<file path="src/design/recipe_pkg.sv">
`default_nettype none
package recipe_pkg;
    localparam int          SLOT_COUNT   = 10;
    localparam int          GROUP_COUNT  = 8;
    localparam int          VALUE_W      = 16;
    localparam int          CHAN_W       = 6;
    localparam int          PARAM_W      = 8;
    localparam logic [3:0]  SLOT_LAST    = 4'h9;
    localparam logic [3:0]  SLOT_FIRST   = 4'h0;
    localparam logic [2:0]  PALETTE_NONE = 3'h0;
    localparam logic [15:0] VALUE_RESET  = 16'h0000;

    // Channel codes: digit value 0-9, letters A..Z as 10..35
    localparam int N_BAD_CHAN = 8;
    localparam logic [N_BAD_CHAN*CHAN_W-1:0] BAD_CHAN = {
        6'h03, 6'h07, 6'h08, 6'h09, 6'h0a, 6'h0b, 6'h1d, 6'h21};

    // Excluded channel-parameter pairs
    localparam int N_BAD_PAIR = 9;
    localparam logic [N_BAD_PAIR*(CHAN_W+PARAM_W)-1:0] BAD_PAIR = {
        6'h01, 8'h05, 6'h01, 8'h07, 6'h01, 8'h09,
        6'h01, 8'h08, 6'h09, 8'he3, 6'h10, 8'h01,
        6'h10, 8'h02, 6'h10, 8'h12, 6'h0f, 8'h08};

    typedef enum logic [1:0] {
        ST_IDLE = 2'b01,
        ST_LOAD = 2'b10
    } load_state_e;
endpackage
`default_nettype wire

</file>
<file path="src/design/recipe_parameter_switcher.sv">
// Contract
// - Ten allocation slots name target parameters
// - Target is channel number plus parameter number
// - Eighty values; group zero for no palette
// - Group n follows palette n, slot k
// - Palette change loads selected group into targets
// - Stored value must fit target's range
// - Allocation changes apply only after reset
// - Masked parameters refused as recipe targets
`timescale 1ns/1ps
`default_nettype none
module recipe_parameter_switcher #(
    parameter int VALUE_W = recipe_pkg::VALUE_W
) (
    input  wire logic                              core_clk,
    input  wire logic                              sys_rst,
    input  wire logic                              power_up,
    input  wire logic                              alloc_wr,
    input  wire logic [3:0]                        alloc_slot,
    input  wire logic [recipe_pkg::CHAN_W-1:0]     alloc_channel,
    input  wire logic [recipe_pkg::PARAM_W-1:0]    alloc_param,
    input  wire logic                              alloc_masked,
    input  wire logic                              val_wr,
    input  wire logic [2:0]                        val_group,
    input  wire logic [3:0]                        val_slot,
    input  wire logic signed [VALUE_W-1:0]         val_data,
    input  wire logic signed [VALUE_W-1:0]         val_min,
    input  wire logic signed [VALUE_W-1:0]         val_max,
    input  wire logic [2:0]                        palette_index,
    output logic                                   wr_refused,
    output logic                                   param_wr,
    output logic [recipe_pkg::CHAN_W-1:0]          param_channel,
    output logic [recipe_pkg::PARAM_W-1:0]         param_number,
    output logic [VALUE_W-1:0]                     param_value,
    output logic                                   busy
);
    localparam int CW = recipe_pkg::CHAN_W;
    localparam int PW = recipe_pkg::PARAM_W;
    localparam int NS = recipe_pkg::SLOT_COUNT;
    localparam int NG = recipe_pkg::GROUP_COUNT;

    // ----------------------------------------
    // State record
    // ----------------------------------------
    typedef struct packed {
        recipe_pkg::load_state_e             state;
        logic [NS-1:0]                       pend_valid;
        logic [NS-1:0][CW-1:0]               pend_chan;
        logic [NS-1:0][PW-1:0]               pend_param;
        logic [NS-1:0]                       act_valid;
        logic [NS-1:0][CW-1:0]               act_chan;
        logic [NS-1:0][PW-1:0]               act_param;
        logic [NG-1:0][NS-1:0][VALUE_W-1:0]  values;
        logic [2:0]                          palette;
        logic [2:0]                          group;
        logic [3:0]                          slot;
        logic                                wr_refused;
        logic                                param_wr;
        logic [CW-1:0]                       param_channel;
        logic [PW-1:0]                       param_number;
        logic [VALUE_W-1:0]                  param_value;
        logic                                busy;
    } switcher_s;

    switcher_s cur;
    switcher_s next_cur;

    // ----------------------------------------
    // Target legality
    // ----------------------------------------
    // Forbidden targets become unused slots, not refusals
    function automatic logic target_allowed(
        input logic [CW-1:0] ch,
        input logic [PW-1:0] pn
    );
        logic ok;
        ok = 1'b1;
        for (int i = 0; i < recipe_pkg::N_BAD_CHAN; i++) begin
            if (ch == recipe_pkg::BAD_CHAN[i*CW +: CW]) begin
                ok = 1'b0;
            end
        end
        for (int i = 0; i < recipe_pkg::N_BAD_PAIR; i++) begin
            if ({ch, pn} == recipe_pkg::BAD_PAIR[i*(CW+PW) +: (CW+PW)]) begin
                ok = 1'b0;
            end
        end
        return ok;
    endfunction

    // ----------------------------------------
    // Write screening
    // ----------------------------------------
    logic alloc_bad;
    logic value_bad;

    assign alloc_bad = (alloc_slot > recipe_pkg::SLOT_LAST) || alloc_masked;
    assign value_bad = (val_slot > recipe_pkg::SLOT_LAST) || (val_data < val_min) || (val_data > val_max);

    // ----------------------------------------
    // Next state
    // ----------------------------------------
    always_comb begin
        next_cur = cur;
        next_cur.wr_refused = 1'b0;
        next_cur.param_wr = 1'b0;

        // Allocation lands in the pending copy only
        if (alloc_wr) begin
            if (alloc_bad) begin
                next_cur.wr_refused = 1'b1;
            end else begin
                next_cur.pend_valid[alloc_slot] = target_allowed(alloc_channel, alloc_param);
                next_cur.pend_chan[alloc_slot] = alloc_channel;
                next_cur.pend_param[alloc_slot] = alloc_param;
            end
        end

        // Range is that of the slot's target, given by the host
        if (val_wr) begin
            if (value_bad) begin
                next_cur.wr_refused = 1'b1;
            end else begin
                next_cur.values[val_group][val_slot] = val_data;
            end
        end

        // Change is judged against the palette of the last edge
        next_cur.palette = palette_index;
        case (cur.state)
            recipe_pkg::ST_IDLE: begin
                next_cur.busy = 1'b0;
            end
            recipe_pkg::ST_LOAD: begin
                if (cur.act_valid[cur.slot]) begin
                    next_cur.param_wr = 1'b1;
                    next_cur.param_channel = cur.act_chan[cur.slot];
                    next_cur.param_number = cur.act_param[cur.slot];
                    next_cur.param_value = cur.values[cur.group][cur.slot];
                end
                // Unused slots still spend their cycle, sweep length is fixed
                if (cur.slot == recipe_pkg::SLOT_LAST) begin
                    next_cur.state = recipe_pkg::ST_IDLE;
                    next_cur.busy = 1'b0;
                end else begin
                    next_cur.slot = cur.slot + 4'h1;
                end
            end
            default: begin
                next_cur.state = recipe_pkg::ST_IDLE;
                next_cur.busy = 1'b0;
            end
        endcase

        // A new palette restarts the sweep with its group
        if (palette_index != cur.palette) begin
            next_cur.state = recipe_pkg::ST_LOAD;
            next_cur.group = palette_index;
            next_cur.slot = recipe_pkg::SLOT_FIRST;
            next_cur.busy = 1'b1;
        end

        // Main reset makes pending allocations live, keeps values
        if (sys_rst) begin
            next_cur.act_valid = cur.pend_valid;
            next_cur.act_chan = cur.pend_chan;
            next_cur.act_param = cur.pend_param;
            next_cur.pend_valid = cur.pend_valid;
            next_cur.pend_chan = cur.pend_chan;
            next_cur.pend_param = cur.pend_param;
            next_cur.values = cur.values;
            next_cur.state = recipe_pkg::ST_IDLE;
            next_cur.palette = recipe_pkg::PALETTE_NONE;
            next_cur.group = recipe_pkg::PALETTE_NONE;
            next_cur.slot = recipe_pkg::SLOT_FIRST;
            next_cur.wr_refused = 1'h0;
            next_cur.param_wr = 1'h0;
            next_cur.param_channel = '0;
            next_cur.param_number = '0;
            next_cur.param_value = recipe_pkg::VALUE_RESET;
            next_cur.busy = 1'h0;
        end

        // Power-up clears everything, every slot unused
        if (power_up) begin
            next_cur.state = recipe_pkg::ST_IDLE;
            next_cur.pend_valid = '0;
            next_cur.pend_chan = '0;
            next_cur.pend_param = '0;
            next_cur.act_valid = '0;
            next_cur.act_chan = '0;
            next_cur.act_param = '0;
            next_cur.values = '0;
            next_cur.palette = recipe_pkg::PALETTE_NONE;
            next_cur.group = recipe_pkg::PALETTE_NONE;
            next_cur.slot = recipe_pkg::SLOT_FIRST;
            next_cur.wr_refused = 1'h0;
            next_cur.param_wr = 1'h0;
            next_cur.param_channel = '0;
            next_cur.param_number = '0;
            next_cur.param_value = recipe_pkg::VALUE_RESET;
            next_cur.busy = 1'h0;
        end
    end

    // ----------------------------------------
    // State register
    // ----------------------------------------
    always_ff @(posedge core_clk) begin
        cur <= next_cur;
    end

    // ----------------------------------------
    // Outputs
    // ----------------------------------------
    assign wr_refused = cur.wr_refused;
    assign param_wr = cur.param_wr;
    assign param_channel = cur.param_channel;
    assign param_number = cur.param_number;
    assign param_value = cur.param_value;
    assign busy = cur.busy;
endmodule
`default_nettype wire

</file>
<file path="config.mk">
export PLATFORM = sky130hd
export DESIGN_NAME = recipe_parameter_switcher
export DESIGN_NICKNAME = d
export VERILOG_FILES = /design/src/design/recipe_pkg.sv /design/src/design/recipe_parameter_switcher.sv
export SDC_FILE = /design/constraint.sdc
export NUM_CORES = 2
export LEC_CHECK = 0
export ABC_CLOCK_PERIOD_IN_PS = 3400
export BUFFER_PORTS_ARGS = -buffer_cell sky130_fd_sc_hd__buf_4
export CAP_MARGIN = 40
export CORE_MARGIN = 5
export CORE_UTILIZATION = 45
export DETAILED_ROUTE_END_ITERATION = 8
export MAX_ROUTING_LAYER = met4
export PLACE_DENSITY = 0.63
export REMOVE_ABC_BUFFERS = 1
export SYNTH_ARGS = -nofsm -noshare
export SYNTH_HDL_FRONTEND = slang
export SYNTH_SLANG_ARGS = --single-unit
export TNS_END_PERCENT = 5
</file>
<file path="constraint.sdc">
create_clock -name core_clk -period 3.4 [get_ports core_clk]
set_clock_uncertainty 0.15 [all_clocks]
set_input_delay 0.51 -clock core_clk [delete_from_list [all_inputs] [get_ports core_clk]]
set_output_delay 0.51 -clock core_clk [all_outputs]
set_load 0.02 [all_outputs]
</file>
* Yosys cells after proc, flatten, opt, wreduce, memory -nomap -nowiden *
Index checks and enable logic that the tools add are counted.

storage, ports and cells
  register bits after elaboration = 1,625
  bits in latches = 0
  bits in writable memories = 0
  memory bits (read-only) = 0
  input port bits = 82
  output and inout bits = 33
  word-level logic and storage cells = 241
  memories = 0

cells by class
  $add $sub $neg = 1
  multipliers = 0
  div/mod/pow operators = 0
  order comparisons = 12
  eq/ne operators = 23
  shift operators = 0
  multiplexer cells = 54
  bitwise logic cells = 5
  reduce and logical (&&, ||, !) cells = 14

operators with widths
  kind                    number
  $bwmux W1280            1
  $bmux W160 S3           1
  $demux W160 S3          1
  $mux W160               2
  $bwmux W80              1
  $bmux W16 S4            1
  $demux W16 S4           1
  $bwmux W60              1
  $eq A14 B9 Y1 const B   4
  $eq A14 B13 Y1 const B  3
  $bmux W8 S4             1
  $demux W8 S4            1
  $mux W16                2
  $mux W31                1
  $eq A14 B12 Y1 const B  2
  $mux W1                 28
  $bmux W6 S4             1
  $demux W6 S4            1
  $eq A6 B4 Y1 const B    4
  $gt A16 B16 Y1          1
  $lt A16 B16 Y1          1
  $mux W8                 2
  $lt A4 B5 Y1 const B    3
  $mux W6                 2
  other kinds (27)        43

* Logic depth before layout (Yosys ltp) *
  depth after elaboration = 21
  mapped depth = 11
  mapped depth without buffers = 8

* Worst setup path before layout *
Ideal clock, no wire load.

  kind = input -> register
  from = input val_max[7]
  to = register cur[1184] (netlist name)
  setup time = 0.132 ns
  arrival = 2.491 ns
  data required time = 3.118 ns
  path slack = 0.627 ns
  stages on the path = 11
  path buffers = 3
  cell sequence = inv_1 > ha_1 > a21oi_1 > nand3_1 > a221o_1 > o31ai_1 > clkbuf_2 > buf_4 > nand4_4 > buf_6 > mux2i_1

on the way
  cells in the longest elaborated chain, start to end = 4

RTL lines
  element                             RTL line                          RTL
  start, declared                     recipe_parameter_switcher.sv:28   input wire logic signed [VALUE_W-1:0] val_max,
  $gt A16 B16 Y1                      recipe_parameter_switcher.sv:98   assign value_bad = (val_slot > recipe_pkg::SLOT_LAST) || (val_data < val_min) || (val_data > val_max);
  $logic_or A1 B1 Y1                  recipe_parameter_switcher.sv:98
  $not A1 Y1 (no source line)         -
  $reduce_and A3 Y1 (no source line)  -
  end signal, assigned                recipe_parameter_switcher.sv:210  cur <= next_cur;
  end, declared                       recipe_parameter_switcher.sv:65   switcher_s cur;

No other way between the ends.
A chain may end at the register's enable or synchronous reset.

* Final worst setup path *
  from = register cur[37] (netlist name)
  to = register cur (netlist bit param_value[2])

on the way
  cells in the longest elaborated chain, start to end = 4

RTL lines
  element                          RTL line                          RTL
  $bmux W160 S3                    recipe_parameter_switcher.sv:139  next_cur.param_value = cur.values[cur.group][cur.slot];
  $mux W160 (implied by the code)  recipe_parameter_switcher.sv:139
  $bmux W16 S4                     recipe_parameter_switcher.sv:139
  $mux W16 (implied by the code)   recipe_parameter_switcher.sv:139

No other way between the ends. The select of a mux whose other input is x is not followed.

==> flow_summary.ini <==
[status]
status = complete, no violations

[logic_synthesis]
syn_area_sq_um = 75400
synthFlopType = dfxtp_1
synth_cell_types = 52
synth_top_area_cell = dfxtp_1
synth_edf_count = 0
yosysTopAreaCellShare_pct = 43.1
avgSynthCellArea_sq_um = 11.4
ys_seq_area_share_pct = 43.1
synth_area_leaders = dfxtp_1 43%, mux2i_1 20%, mux4_2 12%
yosysWarnings = 0
syn-instance-count = 6601
ys_ff_latch = 1625
synthArstFlopShare_pct = 0

[routing]
drc = 0
vias = 48900
wl_per_cell_um = 23.1
firstDrtPassIters = 5
drt_wl_total_mm = 205
ant_nets = 0
viasPerCell = 5.49
drtIter0Drc = 3599

[sta]
drv_slew = 0
worst_pin_slew_ns = 0.982
rsz0062_at_grt = no
fin_crit_ns = 3.23
finalSetupViolCount = 0
hold-worst-slack_ns = 0.0644
slew_headroom_pct = 34.6
fin_ws_ns = 0.171
finalSetupTns_ns = 0
period_share_pct = 95.0
max_freq_mhz = 310
hold_violations = 0

[worst_setup_path]
crit_path_cell_trace = buf_12, buf_4, mux4_2, mux4_2, nor2b_1, a211o_1
max_stage_delay_ns = 0.62
cp.arrival_ns = 3.76
crit_path_top_delay_cell = mux4_2
required_ns = 3.93
r2r_end = param_value[2]
end_kind = flip-flop
path_common_cell = mux4_2
worstRegToRegCells = 6
cp_max_fo = 32
crit_type = reg -> reg
cp-start-kind = flip-flop
worstReg2RegStart = cur[37]
rrSetupSlack_ns = 0.17

[cts]
cts_buffers = 175
path_clk_slew_ns = 0.06
htreeDepth = 4
cts_buffer_depth = 3
cts_resized = 0
cts_tree = done
clk_latency_ns = 0.85
cts.root.buffer_cell = clkbuf_16
clkSinkCount = 1625

[global_routing]
grt_pass1_wl_mm = 313
antenna_found_initial = 10
grt_max_degree = 214
grt_pass1_vias = 49400
grt_overflow_total = 0
grt_usage_pct = 23.8

[placement]
placed_area_sq_um = 79900
place_hpwl_mm = 131
numPortBuffers = 114
placedCellCount = 8560
dp_slack_ns = 0.195
gp_congestion = 0.829

[power_and_ir_drop]
p_sw_share_pct = 23.6
power.share.clock_pct = 47.5
intPower_mw = 31.0
irDropWorstVdd_uv = 567
switchingPower_mw = 9.60
power_mw = 40.6
leakage_nw = 38.5
powerDensity_nw_per_um2 = 472
p_comb_share_pct = 5.6
p_seq_share_pct = 47.0

[die]
core_sq_um = 167000
ios = 115
dieWidth_um = 419
start_util_pct = 45.2
dieArea_sq_um = 176000
fp.dieH_um = 419
rows = 150

[final_layout]
nets = 6670
fin_util_pct = 51.6
syn_to_final_growth_pct = 14.1
final_cells = 8908
fill_cells = 14400
postLayoutCellArea_sq_um = 86000
drive_above_1_share_pct = 17.9

[min_path]
holdCritPathClass = in -> reg
worstHoldStart = val_data[1]
holdPathStages = 4
holdPathEnd = cur[396]

[run]
drv_cap = 0
[synthesized netlist by cell type, types with 13 or more instances]
library cell  instances
mux2i_1            1538
nand2_1             263
buf_2                47
buf_1                33
mux4_2              414
a21oi_1             127
clkbuf_1            421
nand4_4              79
ha_1                 33
a221o_1              17
buf_6                82
o21ai_0              14
nand3_1              15
a211o_1              16
nand2b_1           1307
buf_4                50
nor2b_1              27
inv_1                37
nor2_1              312
nand3b_1             13
o22ai_1              31
nor3_1               26
dfxtp_1            1625
[critical path: cells and delay by family, from the launching register on]
kind                   cells  cell delay (ns)
flip-flops                 1             0.46
AND/OR/NAND/NOR            1             0.21
multiplexers               2             1.13
buffers and inverters      2             0.69
AO/OA/AOI/OAI              1             0.34
[layout make-up]
type	instances	area, sq um	area share, %
multi-input combinational	4297	39500	45.9
sequential	1625	32500	37.8
clock buffer	267	5200	6.04
timing repair buffer	419	5180	6.02
tap	2204	2760	3.21
clock inverter	52	703	0.817
inverter	37	139	0.161
antenna	7	17.5	0.0204
[state kept, by name (all words and copies together), names as in the netlist]
register / flops
wr_refused: 1
param_number: 8
param_wr: 1
busy: 1
cur: 1592
param_channel: 6
param_value: 16
[worst max-delay path by stage]
stage	startpoint	endpoint	slack, ns	depth (start not counted)
6_report	cur[37]	param_value[2]	0.17	6
5_1_grt	cur[37]	param_value[8]	0.07	6
4_1_cts	cur[37]	param_value[2]	0.12	6
3_5_place_dp	cur[37]	param_value[12]	0.19	6
3_3_place_gp	cur[37]	param_value[12]	0.16	6
2_1_floorplan	val_max[7]	cur[1000]	-17.10	8
[what timing repair did]
item	in CTS	in global routing
hold buffers	22	0
endpoints found under the hold margin	158	0
setup buffers	0	0
[layout by cell type (no fill, tap or decap), types with 7 or more instances in the layout]
| cell | instances |
|---|---|
| clkbuf_1 | 46 |
| nand4_1 | 10 |
| nor2_1 | 311 |
| dfxtp_1 | 1620 |
| clkinv_2 | 23 |
| mux2i_1 | 1538 |
| clkbuf_16 | 176 |
| o22ai_1 | 31 |
| nand3b_1 | 13 |
| nor2b_1 | 27 |
| ha_1 | 33 |
| mux4_2 | 414 |
| a221o_1 | 17 |
| nand3_1 | 15 |
| diode_2 | 7 |
| nand2b_4 | 16 |
| buf_12 | 154 |
| dlygate4sd3_1 | 22 |
| a211o_1 | 16 |
| clkinv_16 | 8 |
| buf_4 | 238 |
| a21oi_1 | 126 |
| nor3_1 | 23 |
| inv_1 | 37 |
| clkbuf_8 | 46 |
| o21ai_0 | 14 |
| nand2_1 | 263 |
| nand4_4 | 79 |
| nand2b_1 | 1291 |
[power groups by stage]
stage	combinational [mW]	clock (mW)	sequential (mW)
after global placement	2.22	0	19.5
final	2.26	19.3	19.1
after CTS	2.27	19.6	19.1
after floorplan	1.08	0	19.6
after global routing	2.38	20.5	19.1
after detailed placement	2.25	0	19.5
[kinds of logic after synthesis]
kind of cell	count (synthesis)	synth area share (%)
and+or+nand+nor	2086	17.0
DFF	1625	43.1
buffers and inverters	679	4.70
adders and majority gates	33	0.548
AOI/OAI and AO/OA	220	1.77
xor gates and xnor gates	6	0.0697
muxes	1952	32.8
[per-layer routing]
layer	global-route usage [%]	part of all wire [%]	up-vias	routed length, um
met1	31.7	46	24800	93700
met2	38.0	48	929	97600
met3	2.91	3.8	306	7720
met4	7.44	3.1	0	6380
li1	-	-	22800	-
met5	-	0	-	0
Power figures use the tool's default switching activity.
